`config.mk`:
```
export PLATFORM = sky130hd
export DESIGN_NAME = sipo_latch
export DESIGN_NICKNAME = d
export VERILOG_FILES = /design/src/common/sipo_pkg.sv /design/src/hdl/sipo_fifo.sv /design/src/hdl/sipo_latch.sv /design/src/hdl/sipo_sync.sv
export SDC_FILE = /design/constraint.sdc
export NUM_CORES = 1
export LEC_CHECK = 0
export BUFFER_PORTS_ARGS = -buffer_cell sky130_fd_sc_hd__buf_2
export CAP_MARGIN = 0
export CORE_MARGIN = 3
export CORE_UTILIZATION = 59
export DETAILED_ROUTE_END_ITERATION = 16
export GPL_TIMING_DRIVEN = 0
export PLACE_DENSITY = 0.79
export SLEW_MARGIN = 20
export SYNTH_ARGS = -nofsm -noshare
export SYNTH_HDL_FRONTEND = slang
export SYNTH_SLANG_ARGS = --single-unit
```
`constraint.sdc`:
```
create_clock -name I_CORE_CLK -period 3.8 [get_ports I_CORE_CLK]
set_clock_uncertainty 0.1 [all_clocks]
set_input_delay 0.38 -clock I_CORE_CLK [delete_from_list [all_inputs] [get_ports I_CORE_CLK]]
set_output_delay 0.38 -clock I_CORE_CLK [all_outputs]
set_load 0.03 [all_outputs]
```
`src/common/sipo_pkg.sv`:
```
// Package with constants for the serial-in parallel-out latch block
package sipo_pkg;
  // ==========================================================
  // Widths and depths
  localparam int STAGES = 8;
  localparam int FIFO_DEPTH = 8;
  localparam int SYNC_STAGES = 2;
  // ==========================================================
  // Reset values
  localparam logic [STAGES-1:0] SHIFT_RST = 8'h00;
  localparam logic [STAGES-1:0] LATCH_RST = 8'h00;
  // ==========================================================
  // Edge classification of a sampled pin
  typedef enum logic [1:0] {
    EDGE_NONE,
    EDGE_RISE,
    EDGE_FALL
  } sipo_edge_t;
endpackage

```
`src/hdl/sipo_fifo.sv`:
```
// Parameterised FIFO with valid/ready on both sides
`timescale 1ns/1ps
module sipo_fifo
  import sipo_pkg::*;
#(
  parameter int WIDTH = STAGES,
  parameter int DEPTH = FIFO_DEPTH
) (
  // Clock and reset
  input wire logic i_clk,
  input wire logic i_rst,
  // Fill side
  input wire logic i_valid,
  output logic o_ready,
  input wire logic [WIDTH-1:0] i_data,
  // Drain side
  output logic o_valid,
  input wire logic i_ready,
  output logic [WIDTH-1:0] o_data
);
  localparam int AW = $clog2(DEPTH);
  logic [WIDTH-1:0] mem_q [DEPTH];
  logic [AW-1:0] wr_q, wr_d, rd_q, rd_d;
  logic [AW:0] cnt_q, cnt_d;
  logic push, pop;

  function automatic logic [AW-1:0] inc_ptr(input logic [AW-1:0] p);
    inc_ptr = (p == AW'(DEPTH - 1)) ? '0 : p + 1'b1;
  endfunction

  assign o_ready = (cnt_q != (AW+1)'(DEPTH));
  assign o_valid = (cnt_q != '0);
  assign o_data = mem_q[rd_q];
  assign push = i_valid & o_ready;
  assign pop = o_valid & i_ready;

  always_comb begin
    wr_d = push ? inc_ptr(wr_q) : wr_q;
    rd_d = pop ? inc_ptr(rd_q) : rd_q;
    cnt_d = cnt_q;
    if (push && !pop) begin
      cnt_d = cnt_q + 1'b1;
    end else if (pop && !push) begin
      cnt_d = cnt_q - 1'b1;
    end
  end

  always_ff @(posedge i_clk or posedge i_rst) begin
    if (i_rst) begin
      wr_q <= '0;
      rd_q <= '0;
      cnt_q <= '0;
    end else begin
      wr_q <= wr_d;
      rd_q <= rd_d;
      cnt_q <= cnt_d;
    end
  end

  // Storage has no reset; contents are only read when valid
  always_ff @(posedge i_clk) begin
    if (push) begin
      mem_q[wr_q] <= i_data;
    end
  end
endmodule

```
`src/hdl/sipo_latch.sv`:
```
// Eight-stage shift register with output latch, cascade outputs and FIFO tap
`timescale 1ns/1ps
// Notes on behaviour
// - Each rising shift clock edge loads serial data into stage 1, shifting others on.
// - Stage seven moves into stage eight; cascade output always equals stage eight.
// - Delayed cascade output copies cascade output at the next falling clock edge.
// - Latch bit N always takes its input from shift stage N.
// - While strobe is high the latch follows the register contents one core cycle late.
// - Strobe falling edge captures the contents; they hold while strobe stays low.
// - Parallel outputs drive the latch only while output enable is high, else float.
module sipo_latch
  import sipo_pkg::*;
#(
  parameter int WIDTH = STAGES,
  parameter int DEPTH = FIFO_DEPTH
) (
  // Clock and reset
  input wire logic I_CORE_CLK,
  input wire logic I_RESET,
  // Serial link pins from the host
  input wire logic I_SHIFT_CLK,
  input wire logic I_SER_DATA,
  input wire logic I_STROBE,
  input wire logic I_OUT_EN,
  // Parallel three-state outputs
  output logic [WIDTH-1:0] O_PAR_DATA,
  output logic [WIDTH-1:0] O_PAR_OE,
  // Cascade outputs
  output logic O_CASCADE,
  output logic O_CASCADE_DLY,
  // Captured-word stream, one word per strobe falling edge
  output logic O_WORD_VALID,
  input wire logic I_WORD_READY,
  output logic [WIDTH-1:0] O_WORD_DATA,
  output logic O_WORD_DROP
);
  // ==========================================================
  // Pin synchronisers
  // Every pin is asynchronous to the core clock. Two flops on each keep
  // metastability out of the decode, at the cost of a fixed latency.
  logic clk_lvl, clk_rise, clk_fall;
  logic dat_lvl, stb_lvl, stb_rise, stb_fall, oe_lvl;
  logic dat_meta_q, dat_q;
  logic oe_meta_q, oe_q;

  sipo_sync u_sync_clk (
    .i_clk(I_CORE_CLK),
    .i_rst(I_RESET),
    .i_async(I_SHIFT_CLK),
    .o_level(clk_lvl),
    .o_rise(clk_rise),
    .o_fall(clk_fall)
  );

  sipo_sync u_sync_stb (
    .i_clk(I_CORE_CLK),
    .i_rst(I_RESET),
    .i_async(I_STROBE),
    .o_level(stb_lvl),
    .o_rise(stb_rise),
    .o_fall(stb_fall)
  );

  // Data and enable need no edge detect; plain two-flop chains
  always_ff @(posedge I_CORE_CLK or posedge I_RESET) begin
    if (I_RESET) begin
      dat_meta_q <= 1'b0;
      dat_q <= 1'b0;
      oe_meta_q <= 1'b0;
      oe_q <= 1'b0;
    end else begin
      dat_meta_q <= I_SER_DATA;
      dat_q <= dat_meta_q;
      oe_meta_q <= I_OUT_EN;
      oe_q <= oe_meta_q;
    end
  end
  assign dat_lvl = dat_q;
  assign oe_lvl = oe_q;

  // Edge class of the shift clock, used by the state update below
  function automatic sipo_edge_t classify(input logic rise, input logic fall);
    if (rise) begin
      classify = EDGE_RISE;
    end else if (fall) begin
      classify = EDGE_FALL;
    end else begin
      classify = EDGE_NONE;
    end
  endfunction

  // ==========================================================
  // Shift register and cascade outputs
  // The data pin passes two flops, as many as the clock, so data set up
  // before the shift clock edge is seen with it.
  // Limitation: a shift clock pulse shorter than one core cycle may be missed.
  logic [WIDTH-1:0] shift_q, shift_d;
  logic casc_dly_q, casc_dly_d;
  sipo_edge_t clk_edge;

  assign clk_edge = classify(clk_rise, clk_fall);

  always_comb begin
    shift_d = shift_q;
    casc_dly_d = casc_dly_q;
    case (clk_edge)
      EDGE_RISE: begin
        shift_d = {shift_q[WIDTH-2:0], dat_lvl};
      end
      EDGE_FALL: begin
        casc_dly_d = shift_q[WIDTH-1];
      end
      default: begin
        shift_d = shift_q;
      end
    endcase
  end

  always_ff @(posedge I_CORE_CLK or posedge I_RESET) begin
    if (I_RESET) begin
      shift_q <= SHIFT_RST;
      casc_dly_q <= 1'b0;
    end else begin
      shift_q <= shift_d;
      casc_dly_q <= casc_dly_d;
    end
  end

  // Cascade pins are always driven, whatever strobe and enable do
  assign O_CASCADE = shift_q[WIDTH-1];
  assign O_CASCADE_DLY = casc_dly_q;

  // ==========================================================
  // Output latch
  // Transparency costs one core cycle: the latch follows the register
  // one cycle late rather than combinationally, so outputs are flopped.
  // The strobe fall takes one more copy, so a shift in the last
  // transparent cycle is still caught.
  logic [WIDTH-1:0] latch_q, latch_d;

  always_comb begin
    latch_d = latch_q;
    if (stb_lvl || stb_fall) begin
      latch_d = shift_q;
    end
  end

  always_ff @(posedge I_CORE_CLK or posedge I_RESET) begin
    if (I_RESET) begin
      latch_q <= LATCH_RST;
    end else begin
      latch_q <= latch_d;
    end
  end

  // ==========================================================
  // Three-state parallel drivers
  // Enable is registered like the data, so both reach the pins on one edge.
  logic [WIDTH-1:0] oe_q_vec, oe_d_vec;

  always_comb begin
    oe_d_vec = oe_lvl ? {WIDTH{1'b1}} : '0;
  end

  always_ff @(posedge I_CORE_CLK or posedge I_RESET) begin
    if (I_RESET) begin
      oe_q_vec <= '0;
    end else begin
      oe_q_vec <= oe_d_vec;
    end
  end

  assign O_PAR_DATA = latch_q;
  assign O_PAR_OE = oe_q_vec;

  // ==========================================================
  // Captured-word stream
  // A word is pushed on each strobe fall; a full FIFO drops the word and
  // raises a one-cycle drop pulse so the loss is visible.
  // The host cannot be held off, so there is no stall path: a slow
  // consumer loses words rather than corrupting the shift register.
  logic push_valid, push_ready;
  logic drop_q, drop_d;

  assign push_valid = stb_fall;

  always_comb begin
    drop_d = push_valid & ~push_ready;
  end

  always_ff @(posedge I_CORE_CLK or posedge I_RESET) begin
    if (I_RESET) begin
      drop_q <= 1'b0;
    end else begin
      drop_q <= drop_d;
    end
  end
  assign O_WORD_DROP = drop_q;

  // The queue takes the register itself, which equals the captured word.
  sipo_fifo #(
    .WIDTH(WIDTH),
    .DEPTH(DEPTH)
  ) u_fifo (
    .i_clk(I_CORE_CLK),
    .i_rst(I_RESET),
    .i_valid(push_valid),
    .o_ready(push_ready),
    .i_data(shift_q),
    .o_valid(O_WORD_VALID),
    .i_ready(I_WORD_READY),
    .o_data(O_WORD_DATA)
  );

  // ==========================================================
  // Assertions
  // Each check sits one core edge behind the synchronised pin event that
  // causes it; pin-level latency is left to the bench.
  a_shift_on_rise: assert property (@(posedge I_CORE_CLK) disable iff (I_RESET)
    clk_rise |=> shift_q == {$past(shift_q[WIDTH-2:0]), $past(dat_lvl)})
    else $error("shift register did not advance on clock rise");

  a_shift_hold: assert property (@(posedge I_CORE_CLK) disable iff (I_RESET)
    !clk_rise |=> $stable(shift_q))
    else $error("shift register changed without clock rise");

  a_cascade_last: assert property (@(posedge I_CORE_CLK) disable iff (I_RESET)
    clk_rise |=> O_CASCADE == $past(shift_q[WIDTH-2]))
    else $error("cascade output is not old stage seven");

  a_cascade_dly: assert property (@(posedge I_CORE_CLK) disable iff (I_RESET)
    clk_fall |=> O_CASCADE_DLY == $past(O_CASCADE))
    else $error("delayed cascade missed falling edge");

  a_cascade_dly_hold: assert property (@(posedge I_CORE_CLK) disable iff (I_RESET)
    !clk_fall |=> $stable(O_CASCADE_DLY))
    else $error("delayed cascade changed without falling edge");

  a_latch_transp: assert property (@(posedge I_CORE_CLK) disable iff (I_RESET)
    stb_lvl |=> O_PAR_DATA == $past(shift_q))
    else $error("latch not transparent while strobe high");

  a_latch_bitmap: assert property (@(posedge I_CORE_CLK) disable iff (I_RESET)
    stb_fall |=> O_PAR_DATA == $past(shift_q))
    else $error("latch bit does not follow its stage");

  a_latch_hold: assert property (@(posedge I_CORE_CLK) disable iff (I_RESET)
    (!stb_lvl && !stb_fall) |=> $stable(O_PAR_DATA))
    else $error("latch changed while strobe low");

  a_out_drive: assert property (@(posedge I_CORE_CLK) disable iff (I_RESET)
    oe_lvl |=> O_PAR_OE == {WIDTH{1'b1}})
    else $error("parallel outputs not driven while enable high");

  a_out_float: assert property (@(posedge I_CORE_CLK) disable iff (I_RESET)
    !oe_lvl |=> O_PAR_OE == '0)
    else $error("parallel outputs driven while enable low");

  a_cascade_hold: assert property (@(posedge I_CORE_CLK) disable iff (I_RESET)
    !clk_rise |=> $stable(O_CASCADE))
    else $error("cascade output changed without clock rise");

  a_latch_oe_free: assert property (@(posedge I_CORE_CLK) disable iff (I_RESET)
    (stb_lvl && !oe_lvl) |=> O_PAR_DATA == $past(shift_q))
    else $error("latch stopped following while outputs float");

  // Shifting and the delayed cascade must not wait on strobe or enable
  a_shift_free: assert property (@(posedge I_CORE_CLK) disable iff (I_RESET)
    (clk_rise && !stb_lvl && !oe_lvl) |=> O_CASCADE == $past(shift_q[WIDTH-2]))
    else $error("shift stalled while strobe and enable low");

  a_dly_free: assert property (@(posedge I_CORE_CLK) disable iff (I_RESET)
    (clk_fall && !oe_lvl) |=> O_CASCADE_DLY == $past(O_CASCADE))
    else $error("delayed cascade stalled while enable low");

  // Every strobe fall either queues the captured word or flags its loss
  a_word_push: assert property (@(posedge I_CORE_CLK) disable iff (I_RESET)
    (stb_fall && push_ready) |=> O_WORD_VALID)
    else $error("captured word was not queued");

  a_word_lost: assert property (@(posedge I_CORE_CLK) disable iff (I_RESET)
    (stb_fall && !push_ready) |=> O_WORD_DROP)
    else $error("full queue did not flag a lost word");

  a_drop_single: assert property (@(posedge I_CORE_CLK) disable iff (I_RESET)
    O_WORD_DROP |=> !O_WORD_DROP)
    else $error("drop pulse longer than one cycle");

  a_word_hold: assert property (@(posedge I_CORE_CLK) disable iff (I_RESET)
    (O_WORD_VALID && !I_WORD_READY) |=> (O_WORD_VALID && $stable(O_WORD_DATA)))
    else $error("queued word changed before it was taken");

  c_shift_full: cover property (@(posedge I_CORE_CLK) disable iff (I_RESET)
    clk_rise && stb_lvl);
  c_strobe_capture: cover property (@(posedge I_CORE_CLK) disable iff (I_RESET)
    stb_fall && oe_lvl);
  c_cascade_delay: cover property (@(posedge I_CORE_CLK) disable iff (I_RESET)
    clk_fall && O_CASCADE != O_CASCADE_DLY);
  c_fifo_drop: cover property (@(posedge I_CORE_CLK) disable iff (I_RESET) O_WORD_DROP);
  c_out_float: cover property (@(posedge I_CORE_CLK) disable iff (I_RESET) clk_rise && !oe_lvl);
endmodule

```
`src/hdl/sipo_sync.sv`:
```
// Two-flop synchroniser with edge detection on the synchronised level
`timescale 1ns/1ps
module sipo_sync
  import sipo_pkg::*;
(
  // Clock and reset
  input wire logic i_clk,
  input wire logic i_rst,
  // Asynchronous level in
  input wire logic i_async,
  // Synchronised level and edges
  output logic o_level,
  output logic o_rise,
  output logic o_fall
);
  logic meta_q, meta_d;
  logic sync_q, sync_d;
  logic last_q, last_d;

  always_comb begin
    meta_d = i_async;
    sync_d = meta_q;
    last_d = sync_q;
  end

  always_ff @(posedge i_clk or posedge i_rst) begin
    if (i_rst) begin
      meta_q <= 1'b0;
      sync_q <= 1'b0;
      last_q <= 1'b0;
    end else begin
      meta_q <= meta_d;
      sync_q <= sync_d;
      last_q <= last_d;
    end
  end

  // Edges are taken only from the second flop onward
  assign o_level = sync_q;
  assign o_rise = sync_q & ~last_q;
  assign o_fall = ~sync_q & last_q;
endmodule
```
# Word level (Yosys, flattened, before mapping)
# Memories as Yosys holds them, arrays and structs flattened.
# Cells that the tools add are included.
# totals
ramBits,64
inputBits,7
ff_bits,46
word_cells,54
output_inout_bits,28
mem_count,1
# mem_list
memory,words,width,read_ports,rd_ports_with_merged_regs,write_ports,line,source
u_fifo.mem_q,8,8,1,0,1,sipo_fifo.sv:22,logic [WIDTH-1:0] mem_q [DEPTH];
# op_classes
add_sub_neg,4
bitwise,10
reduce_logical,7
eq_ne,5
n_mux,9
# op_table
cell,count
two-way mux 4 bit,2
two-way mux 8 bit,1
"adder 3 x 1 -> 3 bit, second input constant",2
AND 1 bit,6
"equality test 3 bit, second input constant",2
two-way mux 3 bit,2
"adder 4 x 1 -> 4 bit, second input constant",1
two-way mux 2 bit,2
"!= test 4 bit, second input constant",1
NOT 1 bit,4
nonzero test 4 bit,1
"subtractor 4 x 1 -> 4 bit, second input constant",1
"equality test 2 x 1 -> 1 bit, second input constant",1
"equality test 2 bit, second input constant",1
logical AND 1 bit,2
zero test 1 bit,2
two-way mux 1 bit,2
nonzero test 2 bit,1
logical OR 1 bit,1

# Longest topological paths before layout
# Gate-level depths: netlist (run 1).
# logic_depth
word_depth,7
depth_mapped,9
mapped_depth_nobuf,9

# By module
# Synthesis (run 1) repeated with hierarchy kept, for this count alone.
# unflattened
cells_unflattened,221
area_unflattened_um2,4212.8
# modules_own_cells
mod,area_each_um2,instances,cells_each,seq_area_each_um2
sipo_fifo,3155.5,1,157,2172.1
sipo_latch,869.6,1,52,575.6
sipo_sync,93.8,2,6,75.1

# Least setup slack after synthesis (run 1)
# Ideal clock, no wire load.
# synth_path
path_kind,register to register
startpoint,register u_fifo.cnt_q[0]
endpoint,register u_fifo.cnt_q[3]
synth_period_minus_slack_ns,2.761
required_ns,3.569
arrival_time_ns,2.530
path_stages_with_launch,9
slack_ns,1.039
setup_time_ns,0.131
cell_sequence,dfrtp_1 > or4_4 > nand2_2 > ha_1 > inv_1 > ha_1 > or4_1 > o211ai_1 > o211ai_1
# synth_via
elab_chain_cells,5
# synth_lines
element,line,source
start: declaration,sipo_fifo.sv:24,"logic [AW:0] cnt_q, cnt_d;"
start signal: assignment,sipo_fifo.sv:56,cnt_q <= cnt_d;
nonzero test 4 bit *,sipo_fifo.sv:32,assign o_valid = (cnt_q != '0);
named net O_WORD_VALID,sipo_latch.sv:32,"output logic O_WORD_VALID,"
AND 1 bit *,sipo_fifo.sv:35,assign pop = o_valid & i_ready;
zero test 1 bit,sipo_fifo.sv:41,if (push && !pop) begin
logical AND 1 bit,sipo_fifo.sv:41,
two-way mux 4 bit or nonzero test 2 bit (tied branches),n/a,
# The timed path passes the listed nets; every way through them passes the cells marked *. The select of a mux whose other input is x is not followed.
# A chain may end at the register's enable or synchronous reset.

# Final worst setup path (run 1)
# layout_path
startpoint,register u_fifo.cnt_q[0]
endpoint,register u_fifo.cnt_q[3]
# layout_via
elab_chain_cells,5
# layout_lines
element,line,source
!= test 4 bit *,sipo_fifo.sv:31,assign o_ready = (cnt_q != (AW+1)'(DEPTH));
AND 1 bit *,sipo_fifo.sv:34,assign push = i_valid & o_ready;
named net u_fifo.push,sipo_fifo.sv:25,"logic push, pop;"
zero test 1 bit,sipo_fifo.sv:43,end else if (pop && !push) begin
logical AND 1 bit,sipo_fifo.sv:43,
nonzero test 2 bit (no line),n/a,
# Marked as above.

==> impl_metrics.toml, run 1 <==
[outcome]
status = "complete, no violations"

[yosys]
synth_ff_type = "edfxtp_1"
synth_top_cells_by_area = "edfxtp_1, dfrtp_1, mux2_2"
yosys.cell_types.count = 35
synth-edff-count = 64
synth_async_sr_flop_share = 0.379
netlist_area_mm2 = 0.00415
syn_nets = 231
synth_commonest_cells = "edfxtp_1, dfrtp_1, mux2_2"
synthCells = 216
yosysMostFrequentCell = "edfxtp_1"
synth_top_area_share = 0.463
synth-seq-cells = 103
synth.largest_area_cell = "edfxtp_1"
postSynthAreaPerCell_um2 = 19.2
yosysWarnings = 0
ys_seq_area_frac = 0.698

[timing]
slew_violations = 0
period_share = 0.772
tightest_slew_ps = 809
rsz0062_at_grt = "no"
setup_viol = 0
hold_slack_ps = 29.9
hold_violations = 0
setup-tns-final_ps = 0
max_slew_margin = 0.459
final.min_clock_period_ps = 2930
fin_ws_ps = 865
max_freq_mhz = 341

[floorplan]
die-height_um = 89.9
core_mm2 = 0.00657
die_w_um = 89.9
rows = 29
initial_core_util = 0.632
io_pins = 35
die-area_mm2 = 0.00808

[place]
place_hpwl_um = 4260
io_buffers = 34
place.gp.congestion = 0.707
placed_area_mm2 = 0.00450
place_ws_ps = 894

[critical_path]
path_buf_inv = 2
crit_path_max_incr_delay_ps = 600
crit_chain = "or4b_4 -> nand2_4 -> inv_1 -> ha_1 -> inv_1 -> ha_1 -> or4_1 -> o211ai_1 -> o211ai_1"
crit_required_ps = 3930
r2r_setup_slack_ps = 870
critical_path.max_fanout = 8
r2r-end = "u_fifo.cnt_q[3]"
crit_arrival_ps = 3070
slowest_stage = "or4b_4"
end_kind = "register"
crit_family = "simple AND/OR/NAND/NOR gates"
reg2reg_depth = 9
r2r_start = "u_fifo.cnt_q[0]"
path_class = "register to register"
cp-start-kind = "register"

[global_routing]
grt_pass1_wl_um = 10700
antenna_found_initial = 0
overflow = 0
top_usage_layer = "met2"
met3_usage = 0.0434
grt_max_degree = 25
use_met1 = 0.247
groute.layer.met2.usage = 0.269
grt_pass1_vias = 2079
grt.total_usage = 0.173

[clock_tree]
path_clk_slew_ps = 100
postCtsSetupBuffers = 0
clock_path_buffers = 2
cts_tree = "done"
cts-htree-levels = 3
clk-insertion-delay-late_ps = 350
cts_sinks = 103
root_buffer = "clkbuf_8"
cts_made_buffers = 9

[routing]
firstDrtPassIters = 4
num_vias = 1940
post_drt_wl_per_cell_um = 17.3
drc_errors = 0
ant_nets = 0
drt_iter0_drc = 183
avgViaCountPerCell = 5.36
drt_wl_total_um = 6280

[power_and_ir_drop]
pwr-share-seq = 0.466
combPwrFrac = 0.349
net-switching-power_mw = 1.23
swShare = 0.342
intPower_mw = 2.37
power.density_mw_per_mm2 = 764
p_leak_nw = 1.81
clkPwrFrac = 0.185
ir_drop_mv = 0.523

[layout]
utilization = 0.716
antenna_cells = 0
synthToLayoutAreaGrowth_pct = 13.3
drive_gt1_frac = 0.416
nets = 279
final_area_mm2 = 0.00470

[hold_path]
holdPathStages = 1
hold_start = "I_SHIFT_CLK"
hold_path_class = "input port to register"
hold_end = "u_sync_clk.meta_q"

[run]
maxCapViolCount = 0
-- power groups by stage --
stage,Combinational (mW),Sequential (mW),Clock (mW)
2_1_floorplan,0.910,1.72,0
3_3_place_gp,1.23,1.68,0
3_5_place_dp,1.27,1.70,0
4_1_cts,1.28,1.68,0.676
5_1_grt,1.36,1.72,0.721
6_report,1.26,1.68,0.664
-- per-stage QoR --
step / std cells / power, mW
4_1_cts: 362 / 3.63
2_1_floorplan: 216 / 2.63
5_1_grt: 362 / 3.80
3_5_place_dp: 345 / 2.98
3_3_place_gp: 343 / 2.91
6_report: 362 / 3.60
-- sequential cells by signal, summed over array words and instances, names as in the netlist --
name,cells
O_PAR_DATA,8
dat_meta_q,1
oe_lvl,1
O_CASCADE_DLY,1
u_sync_stb.o_level,1
dat_lvl,1
shift_q,8
u_sync_clk.meta_q,1
u_fifo.mem_q,64
u_fifo.rd_q,3
u_sync_clk.last_q,1
u_fifo.cnt_q,4
u_fifo.wr_q,3
u_sync_stb.last_q,1
u_sync_stb.meta_q,1
oe_meta_q,1
u_sync_clk.o_level,1
O_PAR_OE,1
O_WORD_DROP,1
-- logic make-up after synthesis --
kind of cell | after synthesis | share of synthesized area
adder cells (fa/ha/maj) | 8 | 0.0259
buffers and inverters | 17 | 0.0277
XOR/XNOR | 2 | 0.00422
multiplexers | 49 | 0.190
AO/OA/AOI/OAI | 6 | 0.00994
flip-flops | 103 | 0.698
AND/OR/NAND/NOR | 31 | 0.0437
-- layer usage --
metal / wire length, µm / up-vias / share of wire
li1: - / 930 / -
met1: 2770 / 945 / 0.44
met2: 3010 / 59 / 0.48
met3: 424 / 6 / 0.068
met4: 77 / 0 / 0.012
met5: 0 / - / 0
-- cells in the final DEF, fill, tap and decap left out, drive strengths merged, types with 2 or more instances in the layout --
cell type / count
nand2: 5
nor2: 6
edfxtp: 64
ha: 7
buf: 47
nand3: 3
nand2b: 4
mux4: 16
o211ai: 2
clkbuf: 12
a21oi: 2
or4: 2
inv: 5
xnor2: 2
mux2: 32
dfrtp: 39
clkinv: 3
nor3: 5
nor2b: 2
-- timing repair --
item                                    CTS  global route
resized for setup                         0             0
endpoints found under the hold margin    15             0
hold buffers                              1             0
endpoints found under the setup margin    0             0
-- cell type report --
cell class | count | area [µm²]
flip-flops and latches | 103 | 2900
clock buffers | 9 | 124
repair buffers | 37 | 215
multi-input cells | 96 | 1160
inverters | 3 | 11.3
well taps | 93 | 116
clock inverters | 7 | 71.3
plain buffers | 14 | 104
fillers | 387 | 1860
-- how the worst max path moves through the flow --
stage                            to  cells past startpoint            start  slack (ps)
floorplan           u_fifo.cnt_q[3]                      8  u_fifo.cnt_q[0]        1040
global placement    u_fifo.cnt_q[3]                      9  u_fifo.cnt_q[0]         940
detailed placement  u_fifo.cnt_q[3]                      9  u_fifo.cnt_q[0]         890
CTS                 u_fifo.cnt_q[3]                      9  u_fifo.cnt_q[0]         880
global route        u_fifo.cnt_q[3]                      9  u_fifo.cnt_q[0]         660
finish              u_fifo.cnt_q[3]                      9  u_fifo.cnt_q[0]         870
(Power assumes the default switching activity.)
==> run 2: changes to the inputs <==
CORE_UTILIZATION = 53   (was 59)
PLACE_DENSITY = 0.75   (was 0.79)
clock period = 2.5 ns   (was 3.8 ns; I/O delays follow)
==> impl_metrics.toml, run 2 (synthesis results as in run 1) <==
[outcome]
violations = "setup timing"
status = "complete, but fails checks"

[layout]
largest_reg_flops = 64
ff_latch_area_mm2 = 0.00290
final_cell_mix = "edfxtp_1, dfrtp_1, buf_2, mux2_2, buf_4"
multi_input_comb_area_mm2 = 0.00120
n_fill_cell = 508
synthToLayoutAreaGrowth_pct = 17.5
largest_register = "u_fifo.mem_q"
final_common_cell = "edfxtp_1"
nets = 291
antenna_cells = 0
final_area_mm2 = 0.00488
drive_gt1_frac = 0.452

[power_and_ir_drop]
p_leak_nw = 1.88
power.density_mw_per_mm2 = 1160
total_power_mw = 5.68
ir_drop_mv = 0.626

[routing]
drt_wl_total_um = 6480
num_vias = 2047
drc_errors = 0
ant_nets = 0
drt_iter0_drc = 107
firstDrtPassIters = 4
post_drt_wl_per_cell_um = 17.0
avgViaCountPerCell = 5.39

[global_routing]
overflow = 0
grt_pass1_wl_um = 10500
grt_pass1_vias = 2063
grt.total_usage = 0.161
antenna_found_initial = 0
grt_max_degree = 25

[clock_tree]
root_buffer = "clkbuf_8"
cts_sinks = 103
path_clk_slew_ps = 100
clk-insertion-delay-late_ps = 360
cts_tree = "done"
cts-htree-levels = 3
clock_path_buffers = 2
cts_made_buffers = 9

[timing]
max_freq_mhz = 393
hold_violations = 0
rsz0062_at_grt = "yes"
final.min_clock_period_ps = 2540
period_share = 1.02
setup_viol = 1
max_slew_margin = 0.449
slew_violations = 0
fin_ws_ps = -42.1
setup-tns-final_ps = -42.1
tightest_slew_ps = 823

[floorplan]
io_pins = 35
die-area_mm2 = 0.00893
rows = 31
die-height_um = 94.5
initial_core_util = 0.560
core_mm2 = 0.00741
die_w_um = 94.5

[place]
place.gp.congestion = 0.744
placed_area_mm2 = 0.00453
place_hpwl_um = 4260
place_ws_ps = -138
io_buffers = 34

[critical_path]
crit_arrival_ps = 2690
end_kind = "register"
critical_path.max_fanout = 5
path_class = "register to register"
crit_required_ps = 2640
cp-start-kind = "register"

[run]
maxCapViolCount = 0

[hold_path]
hold_path_class = "input port to register"
## run 2: layout make-up
type,count,area share
buffer,13,0.0210
clock inverter,6,0.0151
inverter,3,0.00333
timing repair buffer,50,0.0657
sequential,103,0.595
tap,99,0.0254
multi-input combinational,96,0.247
clock buffer,10,0.0282
## run 2: where the power goes
part	switching, mW	total [mW]	internal, mW
Sequential	0.321	2.55	2.23
Clock	0.576	1.08	0.505
Combinational	1.05	2.05	1.00
Total	1.94	5.68	3.74
## run 2: routing by layer
metal	GRT usage	wire [µm]	vias to the layer above
li1	-	-	959
met1	0.225	3060	1041
met2	0.249	3120	39
met3	0.0351	214	8
met4	0.0649	89	0
met5	0	0	-
## run 2: stage by stage
stage / hold slack, ps / cells / utilization
floorplan: 181 / 216 / -
global placement: 231 / 349 / 0.604
detailed placement: 150 / 351 / 0.611
CTS: 163 / 379 / 0.656
global route: 171 / 380 / 0.659
finish: 179 / 380 / 0.659
## run 2: worst max-delay path, stage by stage, from the launching register on
cell	delay (ps)
dfrtp_2	430
or4b_4	590
nand2_8	90
inv_4	40
ha_4	170
inv_4	60
ha_4	200
or4_1	520
o211ai_1	120
o211ai_1	100
## run 2: what timing repair did
item | in CTS | in global routing
setup endpoints to repair | 9 | 1
pin swaps | 2 | 3
gates resized for setup | 4 | 1
hold endpoints to repair | 19 | 0
hold buffers | 5 | 0
setup buffers | 8 | 1
## run 2: worst paths after layout
check                                   from  slack (ps)            endpoint  depth (start not counted)
hold / removal                  I_WORD_READY         180      u_fifo.rd_q[2]                          3
hold reg to reg            u_sync_stb.meta_q         250  u_sync_stb.o_level                          0
max in group asynchronous            I_RESET        1550     u_fifo.cnt_q[1]                          4
setup / recovery             u_fifo.cnt_q[1]         -40     u_fifo.cnt_q[3]                          9
min in group asynchronous            I_RESET         300   u_sync_clk.meta_q                          3
setup reg to reg             u_fifo.cnt_q[1]         -40     u_fifo.cnt_q[3]                          9
==> run 3: changes to the inputs <==
SETUP_SLACK_MARGIN = 0.2   (was not set)
SKIP_LAST_GASP = 1   (was not set)
==> impl_metrics.toml, run 3 (synthesis results as in run 1) <==
[outcome]
status = "complete, no violations"

[hold_path]
hold_start = "oe_meta_q"
hold_path_class = "register to register"
hold_end = "oe_lvl"
holdPathStages = 0

[power_and_ir_drop]
ir_drop_mv = 0.589
clkPwrFrac = 0.156
net-switching-power_mw = 1.97
power.density_mw_per_mm2 = 1180
swShare = 0.332
combPwrFrac = 0.415
pwr-share-seq = 0.429
p_leak_nw = 1.93
intPower_mw = 3.96

[clock_tree]
cts_made_buffers = 9
path_clk_slew_ps = 90
clk-insertion-delay-late_ps = 350
cts-htree-levels = 3
root_buffer = "clkbuf_8"
clock_path_buffers = 2
cts_tree = "done"
cts_sinks = 103

[routing]
drc_errors = 0
firstDrtPassIters = 4
post_drt_wl_per_cell_um = 16.9
drt_wl_total_um = 6630
ant_nets = 0
drt_iter0_drc = 84
num_vias = 2072
avgViaCountPerCell = 5.29

[global_routing]
grt.total_usage = 0.165
grt_pass1_wl_um = 11000
antenna_found_initial = 0
grt_max_degree = 26
grt_pass1_vias = 2063
overflow = 0

[timing]
slew_violations = 0
hold_violations = 0
period_share = 0.982
rsz0062_at_grt = "yes"
hold_slack_ps = 258
setup_viol = 0
max_freq_mhz = 407
final.min_clock_period_ps = 2460
max_slew_margin = 0.523
tightest_slew_ps = 713

[critical_path]
r2r_setup_slack_ps = 40
path_class = "register to register"
path_buf_inv = 2
critical_path.max_fanout = 5
cp-start-kind = "register"
crit_chain = "or4b_4 -> nand2_8 -> inv_2 -> ha_4 -> inv_4 -> ha_4 -> or4_1 -> o211ai_1 -> o211ai_1"
crit_family = "simple AND/OR/NAND/NOR gates"
reg2reg_depth = 9
crit_path_max_incr_delay_ps = 590
end_kind = "register"
slowest_stage = "or4b_4"
r2r_start = "u_fifo.cnt_q[1]"
r2r-end = "u_fifo.cnt_q[3]"
crit_arrival_ps = 2590
crit_required_ps = 2640

[layout]
antenna_cells = 0
synthToLayoutAreaGrowth_pct = 20.9
drive_gt1_frac = 0.498
nets = 303
instances_no_fill = 392
largest_reg_flops = 64
final_common_cell = "edfxtp_1"
largest_register = "u_fifo.mem_q"
utilization = 0.677
final_cell_mix = "edfxtp_1, dfrtp_1, buf_2, mux2_2, buf_4"
final_area_mm2 = 0.00502

[floorplan]
rows = 31
die_w_um = 94.5
die-area_mm2 = 0.00893
initial_core_util = 0.560
core_mm2 = 0.00741
io_pins = 35
die-height_um = 94.5

[run]
maxCapViolCount = 0

[place]
place_hpwl_um = 4200
placed_area_mm2 = 0.00452
io_buffers = 34
dp_cells = 351
place.gp.congestion = 0.708
==> run 3: changes by cell type in the layout (fill, tap and decap cells not counted), moves of 2 or more <==
cell and change:
mux4_2 +7, clkinv_4 -2, nor2_1 -3, nor3_2 -2, mux4_1 -7, buf_6 +11, nor2_2 +3, buf_2 -8
clkinv_2 +2, buf_4 +5, buf_12 +2, clkbuf_1 +3, nor3_4 +2
==> run 3: how the worst max path moves through the flow <==
stage	slack, ps	start	to	depth (start not counted)
2_1_floorplan	30	u_fifo.cnt_q[2]	u_fifo.cnt_q[3]	9
3_3_place_gp	-60	u_fifo.cnt_q[2]	u_fifo.cnt_q[3]	9
3_5_place_dp	-130	u_fifo.cnt_q[2]	u_fifo.cnt_q[3]	9
4_1_cts	40	u_fifo.cnt_q[0]	u_fifo.cnt_q[3]	9
5_1_grt	-60	u_fifo.cnt_q[1]	u_fifo.cnt_q[3]	9
6_report	40	u_fifo.cnt_q[1]	u_fifo.cnt_q[3]	9
==> run 3: per-layer routing <==
metal / GRT usage / up-vias / routed length, µm / part of all wire
met5: 0 / - / 0 / 0
met4: 0.0685 / 0 / 68 / 0.010
li1: - / 971 / - / -
met2: 0.258 / 50 / 3230 / 0.49
met1: 0.231 / 1045 / 3060 / 0.46
met3: 0.0287 / 6 / 272 / 0.041
==> run 3: layout make-up <==
type	count	area [µm²]
flip-flops and latches	103	2900
plain buffers	14	111
clock buffers	13	160
repair buffers	61	493
clock inverters	3	16.3
well taps	99	124
multi-input cells	96	1200
fillers	478	2390
inverters	3	13.8
==> run 3: power groups by stage <==
stage	Combinational (mW)	Sequential [mW]	Clock, mW
2_1_floorplan	1.41	2.62	0
5_1_grt	2.65	2.60	1.02
3_5_place_dp	1.94	2.59	0
6_report	2.46	2.54	0.927
4_1_cts	2.43	2.53	0.944
3_3_place_gp	1.90	2.56	0
==> run 3: what timing repair did <==
item / CTS / global route
endpoints found under the setup margin: 15 / 48
hold buffers: 5 / 0
setup buffers: 16 / 2
endpoints found under the hold margin: 18 / 0
gates cloned: 2 / 0
pin swaps: 4 / 3
gates resized for setup: 32 / 9
==> run 3: metrics by stage <==
step                      TNS, ps  setup slack, ps  power, mW
after floorplan                 0             33.2       4.03
after global placement      -60.1            -60.1       4.45
after detailed placement     -128             -128       4.53
after CTS                       0             39.1       5.90
after global routing        -55.2            -55.2       6.26
final                           0             44.9       5.93
